<file path="config.mk">
export PLATFORM = sky130hd
export DESIGN_NAME = asp_serial_port
export DESIGN_NICKNAME = d
export VERILOG_FILES = /design/src/core/asp_pkg.sv /design/src/core/asp_regfile.sv /design/src/core/asp_serial_port.sv
export VERILOG_INCLUDE_DIRS = /design/src /design/src/core
export SDC_FILE = /design/constraint.sdc
export NUM_CORES = 1
export LEC_CHECK = 0
export BUFFER_PORTS_ARGS = -buffer_cell sky130_fd_sc_hd__buf_4
export CORE_MARGIN = 1
export CORE_UTILIZATION = 46
export DETAILED_ROUTE_END_ITERATION = 7
export PLACE_DENSITY = 0.77
export SLEW_MARGIN = 10
export SYNTH_ARGS = -nofsm -noshare
export SYNTH_HDL_FRONTEND = slang
export SYNTH_SLANG_ARGS = --single-unit
</file>
<file path="constraint.sdc">
create_clock -name core_clk_i -period 4.9 [get_ports core_clk_i]
set_input_delay 0.735 -clock core_clk_i [delete_from_list [all_inputs] [get_ports core_clk_i]]
set_output_delay 0.735 -clock core_clk_i [all_outputs]
set_load 0.01 [all_outputs]
</file>
<file path="src/core/asp_defines.svh">
// Offsets, field positions, reset values and timing counts of the serial register port
// Function
// - Every transaction starts with a command write; after reset a command is expected.
// - The command byte selects read or write and the target register.
// - Data enters on the input line, leaves on the output line, timed by serial clock.
// - Ready output goes low when a new result word is available.
// - Ready output returns high once a serial result read completes.
// - Ready output goes high before the result register is updated.
// - The same result may be read again; host finishes before the next update.
// - Active-low select enables the port so several devices share one bus.
// - With select tied low, ready status reads as command register MSB.
// - Select falling edge presents the first output bit in frame-sync use.
// - Serial clocks while not selected are ignored.
// - The reset input returns the port to waiting for a command write.
// - Input held one for 32 serial clocks resynchronises the port.
// - The ones-sequence reset leaves every register unchanged.
// - Six registers, all reached through a command write.
// - Registers are 8 bits, result 16 bits, offset and gain 24 bits.
// - Wider registers transfer as consecutive 8-bit serial transfers.
// - After the eighth command clock the selected operation starts at once.
// - Half duplex: nothing driven during writes, input ignored during reads; the code still counts input ones there for the 32-clock reset.
// - Words travel most significant bit first both ways.
`ifndef ASP_DEFINES_SVH
`define ASP_DEFINES_SVH
`define ASP_ADDR_RESULT 12'h000
`define ASP_ADDR_STATUS 12'h004
`define ASP_ST_READY 0
`define ASP_ST_STATE 1
`define ASP_ST_SEL 3
`define ASP_ST_ONES 6
`define ASP_ST_UPD 12
`define ASP_CMD_RD_BIT 3
`define ASP_CMD_SEL_LSB 4
`define ASP_CMD_READY_BIT 7
`define ASP_CMD_RST 8'h00
`define ASP_REG_COMM 3'h0
`define ASP_REG_SETUP 3'h1
`define ASP_REG_CLOCK 3'h2
`define ASP_REG_DATA 3'h3
`define ASP_REG_OFFSET 3'h4
`define ASP_REG_GAIN 3'h5
`define ASP_NUM_REGS 6
`define ASP_ONES_MIN 6'h20
`define ASP_CLK_NS 5
`define ASP_UPD_LEAD_NS 100
`define ASP_UPD_LEAD_CYC ((`ASP_UPD_LEAD_NS + `ASP_CLK_NS - 1) / `ASP_CLK_NS)
`endif

</file>
<file path="src/core/asp_pkg.sv">
// Types of the serial register port
package asp_pkg;
   typedef enum logic [1:0] {
      ASP_ST_CMD = 2'h0,
      ASP_ST_WR = 2'h1,
      ASP_ST_RD = 2'h3
   } asp_state_e;

   typedef struct packed {
      logic psel;
      logic penable;
      logic pwrite;
      logic [11:0] paddr;
      logic [31:0] pwdata;
   } asp_apb_req_s;

   typedef struct packed {
      logic pready;
      logic pslverr;
      logic [31:0] prdata;
   } asp_apb_rsp_s;

   typedef struct packed {
      logic sclk;
      logic din;
      logic cs_n;
      logic port_rst_n;
   } asp_pins_s;

   typedef struct packed {
      logic [2:0] sck_q;
      logic [1:0] din_q;
      logic [2:0] cs_q;
      logic [1:0] prst_q;
      asp_state_e state;
      logic [2:0] bitcnt;
      logic [1:0] bytecnt;
      logic first;
      logic [2:0] sel;
      logic [7:0] cmd;
      logic [23:0] sin;
      logic [23:0] sout;
      logic dout;
      logic oe;
      logic [5:0] ones;
      logic we;
      logic [2:0] wa;
      logic [23:0] wd;
      logic [15:0] result;
      logic [15:0] pend;
      logic upd;
      logic [7:0] lead;
      logic ready_n;
      logic [31:0] prdata;
   } asp_core_s;
endpackage : asp_pkg

</file>
<file path="src/core/asp_regfile.sv">
// Register storage with registered read data
`timescale 1ns/1ps
module asp_regfile #(
   parameter int DW = 24,
   parameter int DEPTH = 6,
   parameter int AW = 3
) (
   input wire logic clk_i,
   input wire logic we_i,
   input wire logic [AW-1:0] waddr_i,
   input wire logic [DW-1:0] wdata_i,
   input wire logic [AW-1:0] raddr_i,
   output logic [DW-1:0] rdata_o
);
   logic [DW-1:0] mem [DEPTH];

   // Out-of-range addresses read zero and drop writes
   always_ff @(posedge clk_i) begin
      if (we_i && (int'(waddr_i) < DEPTH)) begin
         mem[waddr_i] <= wdata_i;
      end
      if (int'(raddr_i) < DEPTH) begin
         rdata_o <= mem[raddr_i];
      end else begin
         rdata_o <= '0;
      end
   end
endmodule : asp_regfile

</file>
<file path="src/core/asp_serial_port.sv">
// Serial register port of the converter with APB access to result and status
`timescale 1ns/1ps
`include "asp_defines.svh"
module asp_serial_port #(
   parameter int UPD_LEAD = `ASP_UPD_LEAD_CYC
) (
   input wire logic core_clk_i,
   input wire logic rst_n_i,
   input wire asp_pkg::asp_apb_req_s apb_req_i,
   output asp_pkg::asp_apb_rsp_s apb_rsp_o,
   input wire asp_pkg::asp_pins_s pins_i,
   output logic dout_o,
   output logic dout_oe_o,
   output logic result_ready_n_o
);
   asp_pkg::asp_core_s s;
   asp_pkg::asp_core_s n;
   logic [1:0] rst_q;
   logic rst_n;
   logic [23:0] rf_rdata;

   // Bytes carried by each register
   function automatic logic [1:0] reg_bytes(input logic [2:0] sel);
      case (sel)
         `ASP_REG_DATA: reg_bytes = 2'h2;
         `ASP_REG_OFFSET, `ASP_REG_GAIN: reg_bytes = 2'h3;
         default: reg_bytes = 2'h1;
      endcase
   endfunction : reg_bytes

   // Registers that host writes may change
   function automatic logic writable(input logic [2:0] sel);
      writable = (sel == `ASP_REG_SETUP) || (sel == `ASP_REG_CLOCK) ||
                 (sel == `ASP_REG_OFFSET) || (sel == `ASP_REG_GAIN);
   endfunction : writable

   // Reset release through two flops
   always_ff @(posedge core_clk_i or negedge rst_n_i) begin
      if (!rst_n_i) begin
         rst_q <= 2'h0;
      end else begin
         rst_q <= {rst_q[0], 1'b1};
      end
   end
   assign rst_n = rst_q[1];

   asp_regfile #(
      .DW(24),
      .DEPTH(`ASP_NUM_REGS),
      .AW(3)
   ) u_regs (
      .clk_i(core_clk_i),
      .we_i(s.we),
      .waddr_i(s.wa),
      .wdata_i(s.wd),
      .raddr_i(s.sel),
      .rdata_o(rf_rdata)
   );

   logic sck_rise;
   logic sck_fall;
   logic selected;
   logic cs_fall;
   logic din;
   logic port_rst;
   logic last_byte;
   logic [7:0] in_byte;
   logic [23:0] rd_val;
   logic [23:0] rd_aligned;
   logic [5:0] ones_inc;
   logic apb_setup;
   logic apb_access;
   logic addr_ok;

   always_comb begin
      // Edges are found on the synchronised copies only
      sck_rise = s.sck_q[1] & ~s.sck_q[2];
      sck_fall = ~s.sck_q[1] & s.sck_q[2];
      selected = ~s.cs_q[1];
      cs_fall = ~s.cs_q[1] & s.cs_q[2];
      din = s.din_q[1];
      port_rst = ~s.prst_q[1];
      last_byte = (s.bytecnt == reg_bytes(s.sel) - 2'h1);
      in_byte = {s.sin[6:0], din};
      ones_inc = s.ones + 6'h01;
      rd_val = 24'h0;
      if (s.sel == `ASP_REG_COMM) begin
         rd_val[7:0] = {s.ready_n, s.cmd[6:0]};
      end else if (s.sel == `ASP_REG_DATA) begin
         rd_val[15:0] = s.result;
      end else begin
         rd_val = rf_rdata;
      end
      // left-justify so the MSB leaves first
      case (reg_bytes(s.sel))
         2'h2: rd_aligned = {rd_val[15:0], 8'h00};
         2'h3: rd_aligned = rd_val;
         default: rd_aligned = {rd_val[7:0], 16'h0000};
      endcase
      apb_setup = apb_req_i.psel & ~apb_req_i.penable;
      apb_access = apb_req_i.psel & apb_req_i.penable;
      addr_ok = (apb_req_i.paddr == `ASP_ADDR_RESULT) ||
                (apb_req_i.paddr == `ASP_ADDR_STATUS);
   end

   always_comb begin
      n = s;
      n.sck_q = {s.sck_q[1:0], pins_i.sclk};
      n.din_q = {s.din_q[0], pins_i.din};
      n.cs_q = {s.cs_q[1:0], pins_i.cs_n};
      n.prst_q = {s.prst_q[0], pins_i.port_rst_n};
      n.we = 1'b0;

      if (port_rst) begin
         // pin reset back to command wait
         n.state = asp_pkg::ASP_ST_CMD;
         n.bitcnt = 3'h0;
         n.bytecnt = 2'h0;
         n.ones = 6'h00;
         n.oe = 1'b0;
         n.first = 1'b0;
      end else if (selected && sck_rise) begin
         n.ones = din ? ones_inc : 6'h00;
         n.sin = {s.sin[22:0], din};
         n.bitcnt = s.bitcnt + 3'h1;
         if (din && (ones_inc >= `ASP_ONES_MIN)) begin
            n.state = asp_pkg::ASP_ST_CMD;
            n.bitcnt = 3'h0;
            n.bytecnt = 2'h0;
            n.ones = 6'h00;
            n.oe = 1'b0;
            n.first = 1'b0;
         end else begin
            unique case (s.state)
               asp_pkg::ASP_ST_CMD: begin
                  if (s.bitcnt == 3'h7) begin
                     n.cmd = in_byte;
                     n.sel = in_byte[`ASP_CMD_SEL_LSB +: 3];
                     n.bytecnt = 2'h0;
                     if (in_byte[`ASP_CMD_RD_BIT]) begin
                        n.state = asp_pkg::ASP_ST_RD;
                        n.first = 1'b1;
                     end else begin
                        n.state = asp_pkg::ASP_ST_WR;
                     end
                  end
               end
               asp_pkg::ASP_ST_WR: begin
                  // data taken from the input line
                  if (s.bitcnt == 3'h7) begin
                     if (last_byte) begin
                        n.we = writable(s.sel);
                        n.wa = s.sel;
                        n.wd = {s.sin[22:0], din};
                        n.state = asp_pkg::ASP_ST_CMD;
                        n.bytecnt = 2'h0;
                     end else begin
                        n.bytecnt = s.bytecnt + 2'h1;
                     end
                  end
               end
               asp_pkg::ASP_ST_RD: begin
                  if (s.bitcnt == 3'h7) begin
                     if (last_byte) begin
                        n.state = asp_pkg::ASP_ST_CMD;
                        n.bytecnt = 2'h0;
                        n.oe = 1'b0;
                        if (s.sel == `ASP_REG_DATA) begin
                           n.ready_n = 1'b1;
                        end
                     end else begin
                        n.bytecnt = s.bytecnt + 2'h1;
                     end
                  end
               end
               default: begin
                  n.state = asp_pkg::ASP_ST_CMD;
                  n.bitcnt = 3'h0;
               end
            endcase
         end
      end else if (selected && (s.state == asp_pkg::ASP_ST_RD) &&
                   ((s.first && cs_fall) || sck_fall)) begin
         if (s.first) begin
            n.sout = {rd_aligned[22:0], 1'b0};
            n.dout = rd_aligned[23];
            n.first = 1'b0;
            n.oe = 1'b1;
         end else begin
            n.sout = {s.sout[22:0], 1'b0};
            n.dout = s.sout[23];
         end
      end

      // ready high ahead of the update
      if (apb_access && apb_req_i.pwrite &&
          (apb_req_i.paddr == `ASP_ADDR_RESULT)) begin
         n.pend = apb_req_i.pwdata[15:0];
         n.ready_n = 1'b1;
         n.upd = 1'b1;
         n.lead = 8'(UPD_LEAD);
      end else if (s.upd) begin
         if (s.lead <= 8'h01) begin
            n.result = s.pend;
            n.ready_n = 1'b0;
            n.upd = 1'b0;
            n.lead = 8'h00;
         end else begin
            n.lead = s.lead - 8'h01;
         end
      end

      // Read data is latched in the setup cycle for a zero-wait answer
      if (apb_setup) begin
         n.prdata = 32'h0;
         if (apb_req_i.paddr == `ASP_ADDR_RESULT) begin
            n.prdata[15:0] = s.result;
         end else if (apb_req_i.paddr == `ASP_ADDR_STATUS) begin
            n.prdata[`ASP_ST_READY] = s.ready_n;
            n.prdata[`ASP_ST_STATE +: 2] = s.state;
            n.prdata[`ASP_ST_SEL +: 3] = s.sel;
            n.prdata[`ASP_ST_ONES +: 6] = s.ones;
            n.prdata[`ASP_ST_UPD] = s.upd;
         end
      end
   end

   always_ff @(posedge core_clk_i or negedge rst_n) begin
      if (!rst_n) begin
         s <= '0;
         s.sck_q <= 3'h7;
         s.cs_q <= 3'h7;
         s.prst_q <= 2'h3;
         s.state <= asp_pkg::ASP_ST_CMD;
         s.cmd <= `ASP_CMD_RST;
         s.ready_n <= 1'b1;
      end else begin
         s <= n;
      end
   end

   always_comb begin
      apb_rsp_o.pready = 1'b1;
      apb_rsp_o.pslverr = apb_access & ~addr_ok;
      apb_rsp_o.prdata = s.prdata;
   end

   assign dout_oe_o = s.oe & ~s.cs_q[1];
   assign dout_o = s.dout;
   assign result_ready_n_o = s.ready_n;
endmodule : asp_serial_port

</file>
-- After elaboration in Yosys (flattened, before gate mapping)
Memories as Yosys holds them, arrays and structs flattened. A register that Yosys moved wholly into a read port is not among the register bits.
Cells that the tools add are included.
- add/sub/neg operators: 5
- $lt $le $gt $ge: 4
- equality and inequality tests: 24
- multiplexer cells: 57
- bitwise logic cells: 15
- reductions and logical operators: 30
- operators with widths (cell ; count):
    28-bit two-way mux ; 5
    24-bit one-hot mux with 2 select lines ; 1
    8-bit two-way mux ; 5
    34-bit two-way mux ; 1
    16-bit two-way mux ; 2
    13-bit two-way mux ; 2
    25-bit two-way mux ; 1
    4-bit by 2-bit inequality test with 1-bit output (second input constant) ; 6
    1-bit two-way mux ; 21
    10-bit two-way mux ; 2
    14-bit two-way mux ; 1
    7-bit two-way mux ; 2
    12-bit by 3-bit == test with 1-bit output (second input constant) ; 1
    12-bit zero test ; 1
    12-bit two-way mux ; 1
    2-bit two-way mux ; 6
    6-bit two-way mux ; 2
    2-bit one-hot mux with 2 select lines ; 3
    4-bit AND reduction ; 3
    5-bit AND reduction ; 2
    3-bit == test (second input constant) ; 3
    8-bit by 1-bit <= comparator with 1-bit output (second input constant) ; 1
    1-bit logical AND ; 8
    4-bit by 3-bit inequality test with 1-bit output (second input constant) ; 2
    other kinds (29) ; 53
- register bits: 172
- RAM bits: 144
- bits of input ports: 53
- output and inout port bits: 37
- word-level logic and storage cells: 161
- memories: 1
- memory list (memory ; depth ; width ; read ports ; clocked after memory_dff ; wr ports ; RTL line ; text):
    u_regs.mem ; 6 ; 24 ; 1 ; 1 ; 1 ; asp_regfile.sv:15 ; logic [DW-1:0] mem [DEPTH];

-- Longest topological paths before layout
Gate-level depths: netlist of the first run.
- depth in word-level cells: 14
- depth in mapped cells: 8
- gate-level depth less buffers: 7

-- Hierarchy
Synthesis of the first run repeated with hierarchy kept, for this count alone.
- cell total of the unflattened synthesis: 966
- area, all modules: 13894.6 µm²
- modules (own cells, without submodules) (module ; times used ; cells each ; area an instance (µm²) ; seq. area each (µm²)):
    asp_serial_port ; 1 ; 650 ; 7632.3 ; 4190.3
    asp_regfile ; 1 ; 316 ; 6262.3 ; 4804.6

-- Least setup slack after synthesis of the first run
No wires, ideal clock.
- path kind: register -> register
- start point: register s[98] (netlist name)
- end point: memory u_regs.mem[0][0] (enable)
- library setup time: 0.435 ns
- data arrival time: 2.203 ns
- required time: 4.465 ns
- path slack: 2.262 ns
- stages on the path, launching flop included: 3
- buffers on the path: 0
- clock period less this slack: 2.638 ns
- cell sequence: dfrtp_1 nand2b_1 nor3_1
- longest elaborated chain between the ends: 4
- ends and longest elaborated chain (what ; RTL line ; text):
    start, declared ; asp_serial_port.sv:16 ; asp_pkg::asp_core_s s;
    start signal, assigned ; asp_serial_port.sv:238 ; s <= n;
    3-bit less-than comparator ; asp_regfile.sv:19 ; if (we_i && (int'(waddr_i) < DEPTH)) begin
    1-bit logical AND ; asp_regfile.sv:19 ;
    1-bit two-way mux ; asp_regfile.sv:19 ;
    1-bit two-way mux (implied by the code) ; asp_regfile.sv:20 ; mem[waddr_i] <= wdata_i;
    end, declared ; asp_regfile.sv:15 ;
Several ways; a longest one is shown, not always the timed one.

-- Final worst setup path of the first run
- start point: input apb_req_i[37] (netlist name)
- end point: register s[61] (netlist name)
- longest elaborated chain between the ends: 4
- ends and longest elaborated chain (what ; RTL line ; text):
    start, declared ; asp_serial_port.sv:9 ; input wire asp_pkg::asp_apb_req_s apb_req_i,
    12-bit zero test (no line) ; -- ;
    1-bit logical AND ; asp_serial_port.sv:196 ; if (apb_access && apb_req_i.pwrite &&
    1-bit inverter (no line) ; -- ;
    3-bit AND reduction (no line) ; -- ;
No other way between the ends.
A chain may end at the register's enable or synchronous reset.

==> summary.txt, run 1 <==
STA
  • Fin Setup TNS: 0 ns
  • RSZ-0062 raised after global routing: no
  • FMAX: 0.3714 GHz
  • Final hold vios: 0
  • Crit path time final: 2.692 ns
  • Worst rel slew slack: 0.2297
  • Setup violators final: 0
  • Fin Hold WS: 0.2765 ns
  • Least-Margin Pin Slew: 1.149 ns
  • Final Max Tran Viols: 0
  • Final Cycle Share: 0.5494
  • Skew final: 0.02469 ns

Final layout
  • Layout cells sized above 1: 0.2517
  • Nets@finish: 1084
  • Antenna cells: 0
  • Area Growth Syn to Fin: 13.29%

Power and ir drop
  • Clk network pwr share: 0.463
  • Cell Pwr Density: 376.0 mW/mm²
  • Sw Pwr: 1.209 mW
  • P_int: 4.644 mW
  • Peak VDD IR: 221.2 µV
  • Total power: 5.852 mW
  • Leak pwr: 6.087 nW
  • Flop pwr share: 0.513
  • Switching Fraction: 0.2066
  • Comb power frac: 0.024

GRT
  • Largest net degree at the start of global routing: 135
  • Initial antenna violation count: 0
  • Global-route wire length before repair: 42410 µm
  • Remaining global-route overflow: 0
  • GRT Util Overall: 0.1741
  • Number of global-route vias before repair: 7970

Setup path
  • WP data arrival: 3.08 ns
  • Crit Path Max Fanout: 22
  • WS Path Type: in2reg
  • CP startpoint kind: input port
  • Worst path required time: 5.29 ns
  • Critical Path End Type: flip-flop

Clocking
  • CTS clk-pin slew, worst paths: 0.06 ns
  • CTS tree: yes
  • Root Driver: clkbuf_16
  • Clock Path Buffers: 3
  • Cts repair resizes: 0
  • H-tree depth: 2
  • Worst skew pair latency: 0.52 ns
  • CTS buffer count: 35
  • Clock Sinks: 335

Routing
  • Drt pass-1 iters: 5
  • DR iter-0 viols: 542
  • Vias/cell: 5.463
  • # DRC: 0
  • DR WL/cell: 18.29 µm
  • Via count: 7850
  • Routed WL: 26280 µm
  • Antenna viol nets, final: 0

Synthesis
  • Top cells by count, synth: dfrtp_1, edfxtp_1, nand2_1
  • Post-synthesis sequential area ratio: 0.6547
  • Synth Warn #: 0
  • Largest cells by area after synthesis: edfxtp_1, dfrtp_1, mux2_2, mux4_2, dfxtp_1
  • Compound-Gate Fraction of Synth Area: 0.07022
  • Main combinational cell family by area after synthesis: multiplexers
  • Simple-Gate Fraction of Synth Area: 0.08379
  • Yosys cell types: 66
  • Most common cell in the netlist: dfrtp_1
  • Top cell type's share of synthesized area: 0.3148
  • Synth Area in Adders: 0.004554
  • Synthesized area: 0.01374 mm²
  • Cells after synthesis: 991
  • Register bit total from synthesis: 335
  • EDFF count, synth: 144
  • Largest area contributor in the netlist: edfxtp_1
  • Synth Area in XOR/XNOR: 0.001275
  • Dominant synthesized flop cell: dfrtp_1
  • Mean Syn Cell Area: 13.86 µm²
  • Mux share of post-synthesis cell area: 0.1393
  • Post-synth ARST share: 0.4985

Floorplan
  • # IOs: 90
  • Initial Util: 0.4735
  • Die width: 174.8 µm
  • DIE AREA: 0.03056 mm²
  • Cell row count: 62
  • Core ar.: 0.02901 mm²
  • Die height: 174.8 µm

Outcome
  • Status: complete, no violations

Placement
  • Port Buffers: 56
  • Hpwl dp: 15940 µm
  • Placer Congestion: 0.7737

Run
  • Max-Cap Viols: 0

Hold path
  • Hold Path Class: reg2async
==> kinds of logic after synthesis <==
kind of cell / count (synthesis)
fa+ha+maj: 5
other cells: 2
buf+inv: 120
xor+xnor: 2
flops: 335
compound gates: 149
mux: 147
simple gates: 231
==> critical path: stages <==
cell     delay, ns
buf_4         0.11
nor4_2        0.33
nand3_1       0.18
or4b_1        0.93
nand2_4       0.42
mux2_2        0.38
==> area by class of cell <==
cell class                 instances  area, µm²
clock buffer                      47      982.2
clock inverter                    17      203.9
fill                            2328      13450
inverter                          31      116.4
multi-input combinational        552       4228
sequential                       335       9005
tap                              384      480.5
timing repair buffer              71      548.0
==> per-stage QoR <==
| step | util | area, µm² | setup WS (ns) | cells |
|---|---|---|---|---|
| 2_1_floorplan | - | 13800 | 2.147 | 1007 |
| 3_3_place_gp | 0.4952 | 14370 | 1.714 | 1372 |
| 3_5_place_dp | 0.4952 | 14370 | 1.614 | 1372 |
| 4_1_cts | 0.5364 | 15560 | 2.152 | 1437 |
| 5_1_grt | 0.5364 | 15560 | 2.057 | 1437 |
| 6_report | 0.5364 | 15560 | 2.208 | 1437 |
==> per-layer routing <==
| layer | vias to the layer above | wire, µm | GRT usage |
|---|---|---|---|
| met5 | - | 0 | 0 |
| met2 | 187 | 12870 | 0.2900 |
| met3 | 51 | 1077 | 0.02829 |
| met4 | 0 | 599 | 0.05978 |
| met1 | 3981 | 11730 | 0.2322 |
| li1 | 3631 | - | - |
==> worst paths after layout <==
| check | startpoint | to | slack [ns] | depth (start not counted) |
|---|---|---|---|---|
| max | apb_req_i[37] | s[61] | 2.21 | 6 |
| min | rst_q[1] | s[74] | 0.28 | 0 |
| max reg2reg | n[186] | s[160] | 2.28 | 5 |
| min reg2reg | rst_q[1] | s[74] | 0.28 | 0 |
| max in group asynchronous | rst_q[1] | s[69] | 3.49 | 1 |
| min in group core_clk_i | pins_i[2] | n[183] | 0.33 | 1 |
==> sequential cells by signal, summed over array words and instances (netlist names) <==
register,count
result_ready_n_o,1
u_regs.rdata_o,24
u_regs.mem,144
rst_q,2
n,6
din,1
dout_o,1
s,133
in_byte,7
apb_rsp_o,16
==> placed cells by master (no fill, tap or decap), types with 4 or more instances in the layout <==
master,n
nand2b_1,14
o2111ai_1,5
clkbuf_1,7
a31oi_1,14
mux2i_1,42
mux2_2,70
ha_1,5
o221ai_1,8
a21oi_1,8
nor2b_1,13
mux2_4,10
conb_1,18
nor2_1,16
o22ai_1,25
dfxtp_1,24
dfstp_2,9
o21ai_0,59
clkbuf_16,36
a22o_1,5
inv_1,31
nand3b_1,5
mux4_2,24
clkbuf_8,4
buf_4,69
nand3_1,14
dfrtp_1,154
edfxtp_1,144
and2_1,4
nand2_1,123
nor3_1,7
bufinv_16,4
o21a_1,4
clkinv_2,8
==> power by group through the flow <==
stage / combinational [mW] / clock (mW) / sequential (mW)
after floorplan: 0.0901 / 0 / 3.05
after global placement: 0.135 / 0 / 3.05
after detailed placement: 0.141 / 0 / 3.06
after CTS: 0.143 / 2.76 / 3.00
after global routing: 0.157 / 2.87 / 3.01
final: 0.140 / 2.71 / 3.00
==> timing repair <==
action | 4_1_cts | 5_1_grt
buffers inserted | 0 | 0
endpoints found under the hold margin | 2 | 0
hold buffers | 1 | 0
(Power assumes the default switching activity.)
==> run 2: changes to the inputs <==
- ABC_AREA: not set -> 1
- clock period: 4.9 -> 2.15 ns (I/O delays scaled with it)
==> run 2 against run 1 <==
Compared with the run above:
- sequential share of layout area shrank 0.49 points
- flip-flop and latch count is the same
- clock-buffer cell count grew 3
- register-to-register slack lost 2.0 ns
- synthesized cell count grew 36%
- non-clock buffer count grew 26
- first-iteration DRC count grew 31%
- via count grew 21%
- power grew 130%
- design area grew 0.80%
- critical path type is now reg2reg
==> summary.txt, run 2 <==
Routing
  • Vias/cell: 5.243 (-4.0%)
  • Via count: 9526 (+21%)
  • Antenna viol nets, final: 0 (unchanged)
  • # DRC: 0 (unchanged)
  • Routed WL: 29890 µm (+14%)
  • Drt pass-1 iters: 7 (+2)
  • DR iter-0 viols: 710 (+31%)
  • DR WL/cell: 16.45 µm (-10%)

Hold path
  • Hold EP: s[42]
  • Hold path startpoint: apb_req_i[0]
  • Hold depth: 3
  • Hold Path Class: in2reg

Clocking
  • CTS clk-pin slew, worst paths: 0.06 ns (about the same)
  • H-tree depth: 2 (unchanged)
  • CTS tree: yes
  • Clock Path Buffers: 3 (unchanged)
  • Worst skew pair latency: 0.51 ns (about the same)
  • Root Driver: clkbuf_16
  • CTS buffer count: 35 (unchanged)
  • Clock Sinks: 335 (unchanged)

Floorplan
  • # IOs: 90 (unchanged)
  • Initial Util: 0.4725 (-0.001022)
  • Cell row count: 62 (unchanged)
  • DIE AREA: 0.03042 mm² (-0.47%)
  • Core ar.: 0.02894 mm² (-0.27%)
  • Die width: 174.4 µm (-0.24%)
  • Die height: 174.4 µm (-0.24%)

GRT
  • GRT Util Overall: 0.1997 (+0.02560)
  • Global-route wire length before repair: 48520 µm (+14%)
  • Grt met3 use: 0.03456 (+0.006273)
  • Largest net degree at the start of global routing: 53 (-61%)
  • Initial antenna violation count: 0 (unchanged)
  • Number of global-route vias before repair: 9446 (+19%)
  • Top Usage Layer GRT: met2
  • Met2 track demand over resource: 0.3395 (+0.04946)
  • Remaining global-route overflow: 0 (unchanged)
  • Grt met1 use: 0.2598 (+0.02769)

Final layout
  • Max reg flops: 144 (unchanged)
  • Nets@finish: 1464 (+35%)
  • Antenna cells: 0 (unchanged)
  • Area Growth Syn to Fin: 14.74%
  • Regs by FF count: u_regs.mem x144, s x133, u_regs.rdata_o x24
  • Most frequent cells in the layout: nand2_1, o21ai_0, dfrtp_1, edfxtp_1, nor2_1
  • Layout cells sized above 1: 0.1228 (-0.1288)
  • Most common cell after layout, fill and taps aside: nand2_1
  • Largest register by flop count: u_regs.mem

Synthesis
  • Top cell type's share of synthesized area: 0.3163 (+0.001527)
  • Register bit total from synthesis: 335 (unchanged)
  • Post-synth ARST share: 0.4985 (unchanged)
  • Synth Warn #: 0 (unchanged)
  • Synthesized area: 0.01367 mm² (-0.48%)
  • Mean Syn Cell Area: 10.14 µm² (-27%)
  • Dominant synthesized flop cell: dfrtp_1
  • Top cells by count, synth: nand2_1, o21ai_0, dfrtp_1
  • Post-synthesis sequential area ratio: 0.6579 (+0.003176)
  • EDFF count, synth: 144 (unchanged)
  • Most common cell in the netlist: nand2_1
  • Yosys cell types: 40 (-39%)
  • Largest area contributor in the netlist: edfxtp_1
  • Largest cells by area after synthesis: edfxtp_1, dfrtp_1, nand2_1, o21ai_0, dfxtp_1
  • Cells after synthesis: 1348 (+36%)

Setup path
  • Reg2Reg Depth: 8 (+3)
  • Critical R2R Capture: s[90]
  • Worst path required time: 2.54 ns (-2.75 ns)
  • WP data arrival: 2.25 ns (-0.83 ns)
  • Critical Path End Type: flip-flop
  • Crit Path Max Fanout: 52 (+140%)
  • WS Path Type: reg2reg
  • CP startpoint kind: flip-flop
  • Reg2reg setup slack: 0.28 ns (-2.00 ns)
  • Critical R2R Launch: s[172]

Power and ir drop
  • Leak pwr: 6.489 nW (+6.6%)
  • Cell Pwr Density: 843.1 mW/mm² (+120%)
  • Peak VDD IR: 512.7 µV (+130%)

STA
  • FMAX: 0.5359 GHz
  • Final Max Tran Viols: 0 (unchanged)
  • Setup violators final: 0 (unchanged)
  • Skew final: 0.01702 ns (-0.007670 ns)
  • Least-Margin Pin Slew: 0.6341 ns (-0.5150 ns)
  • Fin Setup TNS: 0 ns (unchanged)
  • Final Worst Setup Slack: 0.2839 ns (-1.924 ns)
  • Crit path time final: 1.866 ns
  • RSZ-0062 raised after global routing: no
  • Final hold vios: 0 (unchanged)
  • Worst rel slew slack: 0.5768 (+0.3470)
  • Final Cycle Share: 0.8680

Placement
  • Hpwl dp: 18960 µm (+19%)
  • Port Buffers: 56 (unchanged)
  • Placer Congestion: 0.9368 (+21%)
  • Post-Place Worst Slack: 0.2775 ns (-1.336 ns)

Run
  • Max-Cap Viols: 0 (unchanged)

Outcome
  • Status: complete, no violations
==> run 2: cell count changes in the layout (fill, tap and decap cells not counted), sizes merged, moves of 42 or more <==
cell	before	now
inv	33	103
mux2	80	0
mux2i	43	0
nand2	124	354
nand3	14	56
nor2	21	119
o21ai	60	188
==> run 2: how the worst max path moves through the flow <==
stage / from / to / slack (ns) / cells after the start
floorplan: s[100] / u_regs.mem[2][0] / 0.21 / 3
global route: n[181] / dout_o / 0.09 / 10
finish: s[172] / s[90] / 0.28 / 8
global placement: n[186] / s[160] / 0.36 / 8
CTS: n[186] / s[158] / 0.26 / 8
detailed placement: n[186] / s[158] / 0.28 / 8
==> run 2: cell families (layout without fill, tap and decap cells) <==
kind of cell / Yosys count / in the layout / synth area share
and+or+nand+nor: 537 / 537 / 0.1575
DFF: 335 / 335 / 0.6579
AOI/OAI and AO/OA: 268 / 268 / 0.1089
buffers and inverters: 193 / 262 / 0.06543
xor gates and xnor gates: 8 / 8 / 0.005125
adders and majority gates: 5 / 5 / 0.004576
other: 2 / 18 / 0.0005493
==> run 2: metal layers <==
metal / vias up / wire (µm)
met5: - / 0
met4: 0 / 714
met3: 55 / 2069
met2: 339 / 14660
met1: 4564 / 12440
li1: 4568 / -
==> run 2: layout make-up <==
class,count,area [µm²]
Clock buffer,50,973.4
Tap cell,384,480.5
Timing Repair Buffer,97,865.8
Inverter,101,379.1
Fill cell,2413,13250
Sequential cell,335,9000
Multi-Input combinational cell,836,3862
Clock inverter,14,126.4
==> run 2: worst max-delay path: stages, from the launching register on <==
cell and delay [ns]:
dfrtp_1 0.38, ha_1 0.17, ha_1 0.24, inv_1 0.08
nor3_1 0.30, nand4_4 0.17, buf_12 0.22, nand2_1 0.10
o21ai_1 0.07
==> run 2: per-stage QoR <==
step	std cells	hold WS [ns]	total power, mW	instance area, µm²	utilization
global route	1817	0.07045	13.70	15690	0.5422
detailed placement	1748	0.1063	7.622	14540	0.5023
CTS	1817	0.06747	13.35	15690	0.5421
global placement	1748	0.1064	7.589	14540	0.5023
finish	1817	0.07655	13.23	15690	0.5422
floorplan	1364	0.02691	7.420	13740	-
==> run 2: power breakdown <==
part / internal, mW / switching, mW
combinational: 0.246 / 0.372
sequential: 6.76 / 0.113
clock: 3.32 / 2.41
==> run 2: timing repair <==
item,in CTS,in global routing
hold buffers,5,0
resized for setup,0,1
setup endpoints to repair,0,1
setup buffers,0,0
hold endpoints to repair,6,0
==> run 3: changes to the inputs <==
- CORE_ASPECT_RATIO: not set -> 0.5
==> run 3 against run 2 <==
Compared with the run above:
- power is 0.37% lower
- global-route usage is 1.0 points lower
- largest power group unchanged
- first-iteration DRC count is 22% higher
- flip-flop and latch count stayed put
- clock power is 0.9% lower
- via count is 0.58% lower
- design area is 0.43% lower
- die area is 0.14% higher
==> summary.txt, run 3 (synthesis gave the netlist of run 2 again) <==
Final layout
  • Fin cells: 1820 (+0.17%)
  • Regs by FF count: u_regs.mem x144, s x133, u_regs.rdata_o x24
  • Sequential Area: 0.009000 mm² (unchanged)
  • Multi-input gate area: 0.003867 mm² (+0.13%)
  • Most frequent cells in the layout: nand2_1, o21ai_0, dfrtp_1, edfxtp_1, nor2_1
  • Nets@finish: 1463 (-0.068%)
  • Layout cells sized above 1: 0.1253 (+0.002443)
  • Fill cells: 2401 (-0.50%)
  • Final Util: 0.5363 (-0.005814)
  • Area Growth Syn to Fin: 14.25%
  • Most common cell after layout, fill and taps aside: nand2_1
  • Max reg flops: 144 (unchanged)
  • Antenna cells: 0 (unchanged)
  • Largest register by flop count: u_regs.mem

Placement
  • Dpl cells: 1759 (+0.63%)
  • Port Buffers: 56 (unchanged)
  • Hpwl dp: 18800 µm (-0.82%)
  • Placer Congestion: 0.9426 (+0.62%)

Clocking
  • Post-CTS setup buffers: 0 (unchanged)
  • H-tree depth: 1 (-1)
  • Root Driver: clkbuf_16
  • Clock Sinks: 335 (unchanged)
  • Clock Path Buffers: 3 (unchanged)
  • Worst skew pair latency: 0.56 ns (+0.05 ns)
  • CTS clk-pin slew, worst paths: 0.07 ns (about the same)
  • CTS tree: yes
  • CTS buffer count: 30 (-14%)

Setup path
  • Setup crit start: s[164]
  • Critical R2R Launch: s[164]
  • WS Path Type: reg2reg
  • WP data arrival: 2.36 ns (+0.11 ns)
  • Crit Path Max Fanout: 16 (-69%)
  • CP startpoint kind: flip-flop
  • Critical Path End Type: flip-flop
  • Worst path required time: 2.59 ns (+0.05 ns)

Floorplan
  • DIE AREA: 0.03046 mm² (+0.14%)
  • Initial Util: 0.4695 (-0.003045)
  • Die width: 245.8 µm (+41%)
  • Core ar.: 0.02912 mm² (+0.65%)
  • Cell row count: 44 (-29%)
  • # IOs: 90 (unchanged)
  • Die height: 123.9 µm (-29%)

Power and ir drop
  • Peak VDD IR: 605.7 µV (+18%)
  • Cell Pwr Density: 843.7 mW/mm² (about the same)
  • Leak pwr: 6.456 nW (-0.50%)

GRT
  • Largest net degree at the start of global routing: 59 (+11%)
  • Number of global-route vias before repair: 8809 (-6.7%)
  • Initial antenna violation count: 0 (unchanged)
  • Global-route wire length before repair: 45350 µm (-6.5%)
  • Remaining global-route overflow: 0 (unchanged)
  • GRT Util Overall: 0.1893 (-0.01042)

Routing
  • DR iter-0 viols: 866 (+22%)
  • DR WL/cell: 15.89 µm (-3.4%)
  • Vias/cell: 5.204 (-0.74%)
  • Routed WL: 28920 µm (-3.2%)
  • # DRC: 0 (unchanged)
  • Via count: 9471 (-0.58%)
  • Antenna viol nets, final: 0 (unchanged)
  • Drt pass-1 iters: 7 (unchanged)

STA
  • Final Max Tran Viols: 0 (unchanged)
  • Crit path time final: 1.917 ns (+0.05080 ns)
  • Final Cycle Share: 0.8916 (+0.02363)
  • Fin Setup TNS: 0 ns (unchanged)
  • Final hold vios: 0 (unchanged)
  • FMAX: 0.5217 GHz (-2.7%)
  • Setup violators final: 0 (unchanged)
  • Worst rel slew slack: 0.5626 (-0.01416)
  • RSZ-0062 raised after global routing: no
  • Least-Margin Pin Slew: 0.6554 ns (+0.02121 ns)
  • Skew final: 0.01911 ns (+0.002091 ns)

Outcome
  • Status: complete, no violations

Hold path
  • Hold Path Class: in2reg
  • Hold path startpoint: apb_req_i[3]

Run
  • Max-Cap Viols: 0 (unchanged)
[run 3: metrics by stage]
| stage | hold WS, ns | cell area, µm² | power (mW) | worst slack [ns] |
|---|---|---|---|---|
| 2_1_floorplan | 0.02691 | 13740 | 7.420 | 0.2107 |
| 3_3_place_gp | 0.1118 | 14500 | 7.590 | 0.2169 |
| 4_1_cts | 0.02061 | 15610 | 13.26 | 0.1706 |
| 3_5_place_dp | 0.1115 | 14500 | 7.611 | 0.1857 |
| 6_report | 0.03186 | 15620 | 13.18 | 0.2331 |
| 5_1_grt | 0.03238 | 15620 | 13.60 | 0.02872 |
[run 3: layer usage]
metal  routed length, µm  global-route usage  up-vias  share of wire
met3                1935             0.02887       63          0.067
met4                 620             0.05590        0          0.021
met1               12940              0.2622     4511           0.45
met2               13420              0.3118      339           0.46
met5                   0                   0        -              0
li1                    -                   -     4558              -
[run 3: cell type report]
type | instances | share of cell area
Tap cell | 391 | 0.03132
Clock inverter | 19 | 0.01682
Timing Repair Buffer | 101 | 0.05279
Sequential cell | 335 | 0.5762
Multi-Input combinational cell | 836 | 0.2476
Inverter | 101 | 0.02427
Clock buffer | 37 | 0.05103
[run 3: repair_timing]
item                                    CTS  global route
hold buffers                              5             0
endpoints found under the setup margin    0            11
gates resized for setup                   0             4
hold endpoints to repair                  6             0
[run 3: report_power, final]
| part | total [mW] | internal, mW | switching [mW] |
|---|---|---|---|
| registers | 6.87 | 6.76 | 0.111 |
| clock network | 5.68 | 3.36 | 2.32 |
| logic | 0.622 | 0.243 | 0.380 |
[run 3: path summary, 6_finish.rpt]
| kind | to | slack, ns | depth (start not counted) |
|---|---|---|---|
| worst min-delay path | s[45] | 0.03 | 3 |
| worst max register to register | dout_o | 0.23 | 7 |
| worst min register to register | s[95] | 0.24 | 0 |
| min in group asynchronous | rst_q[0] | 0.07 | 2 |
| max in group asynchronous | result_ready_n_o | 1.18 | 1 |
| worst max-delay path | dout_o | 0.23 | 7 |
[run 3: worst max-delay path, stage by stage (launching register included)]
cell and delay [ns]:
dfrtp_1 0.46, inv_2 0.18, buf_4 0.23, nand2_1 0.33, o21ai_0 0.32, nor2_1 0.06, o21ai_0 0.15, nand2_1 0.07
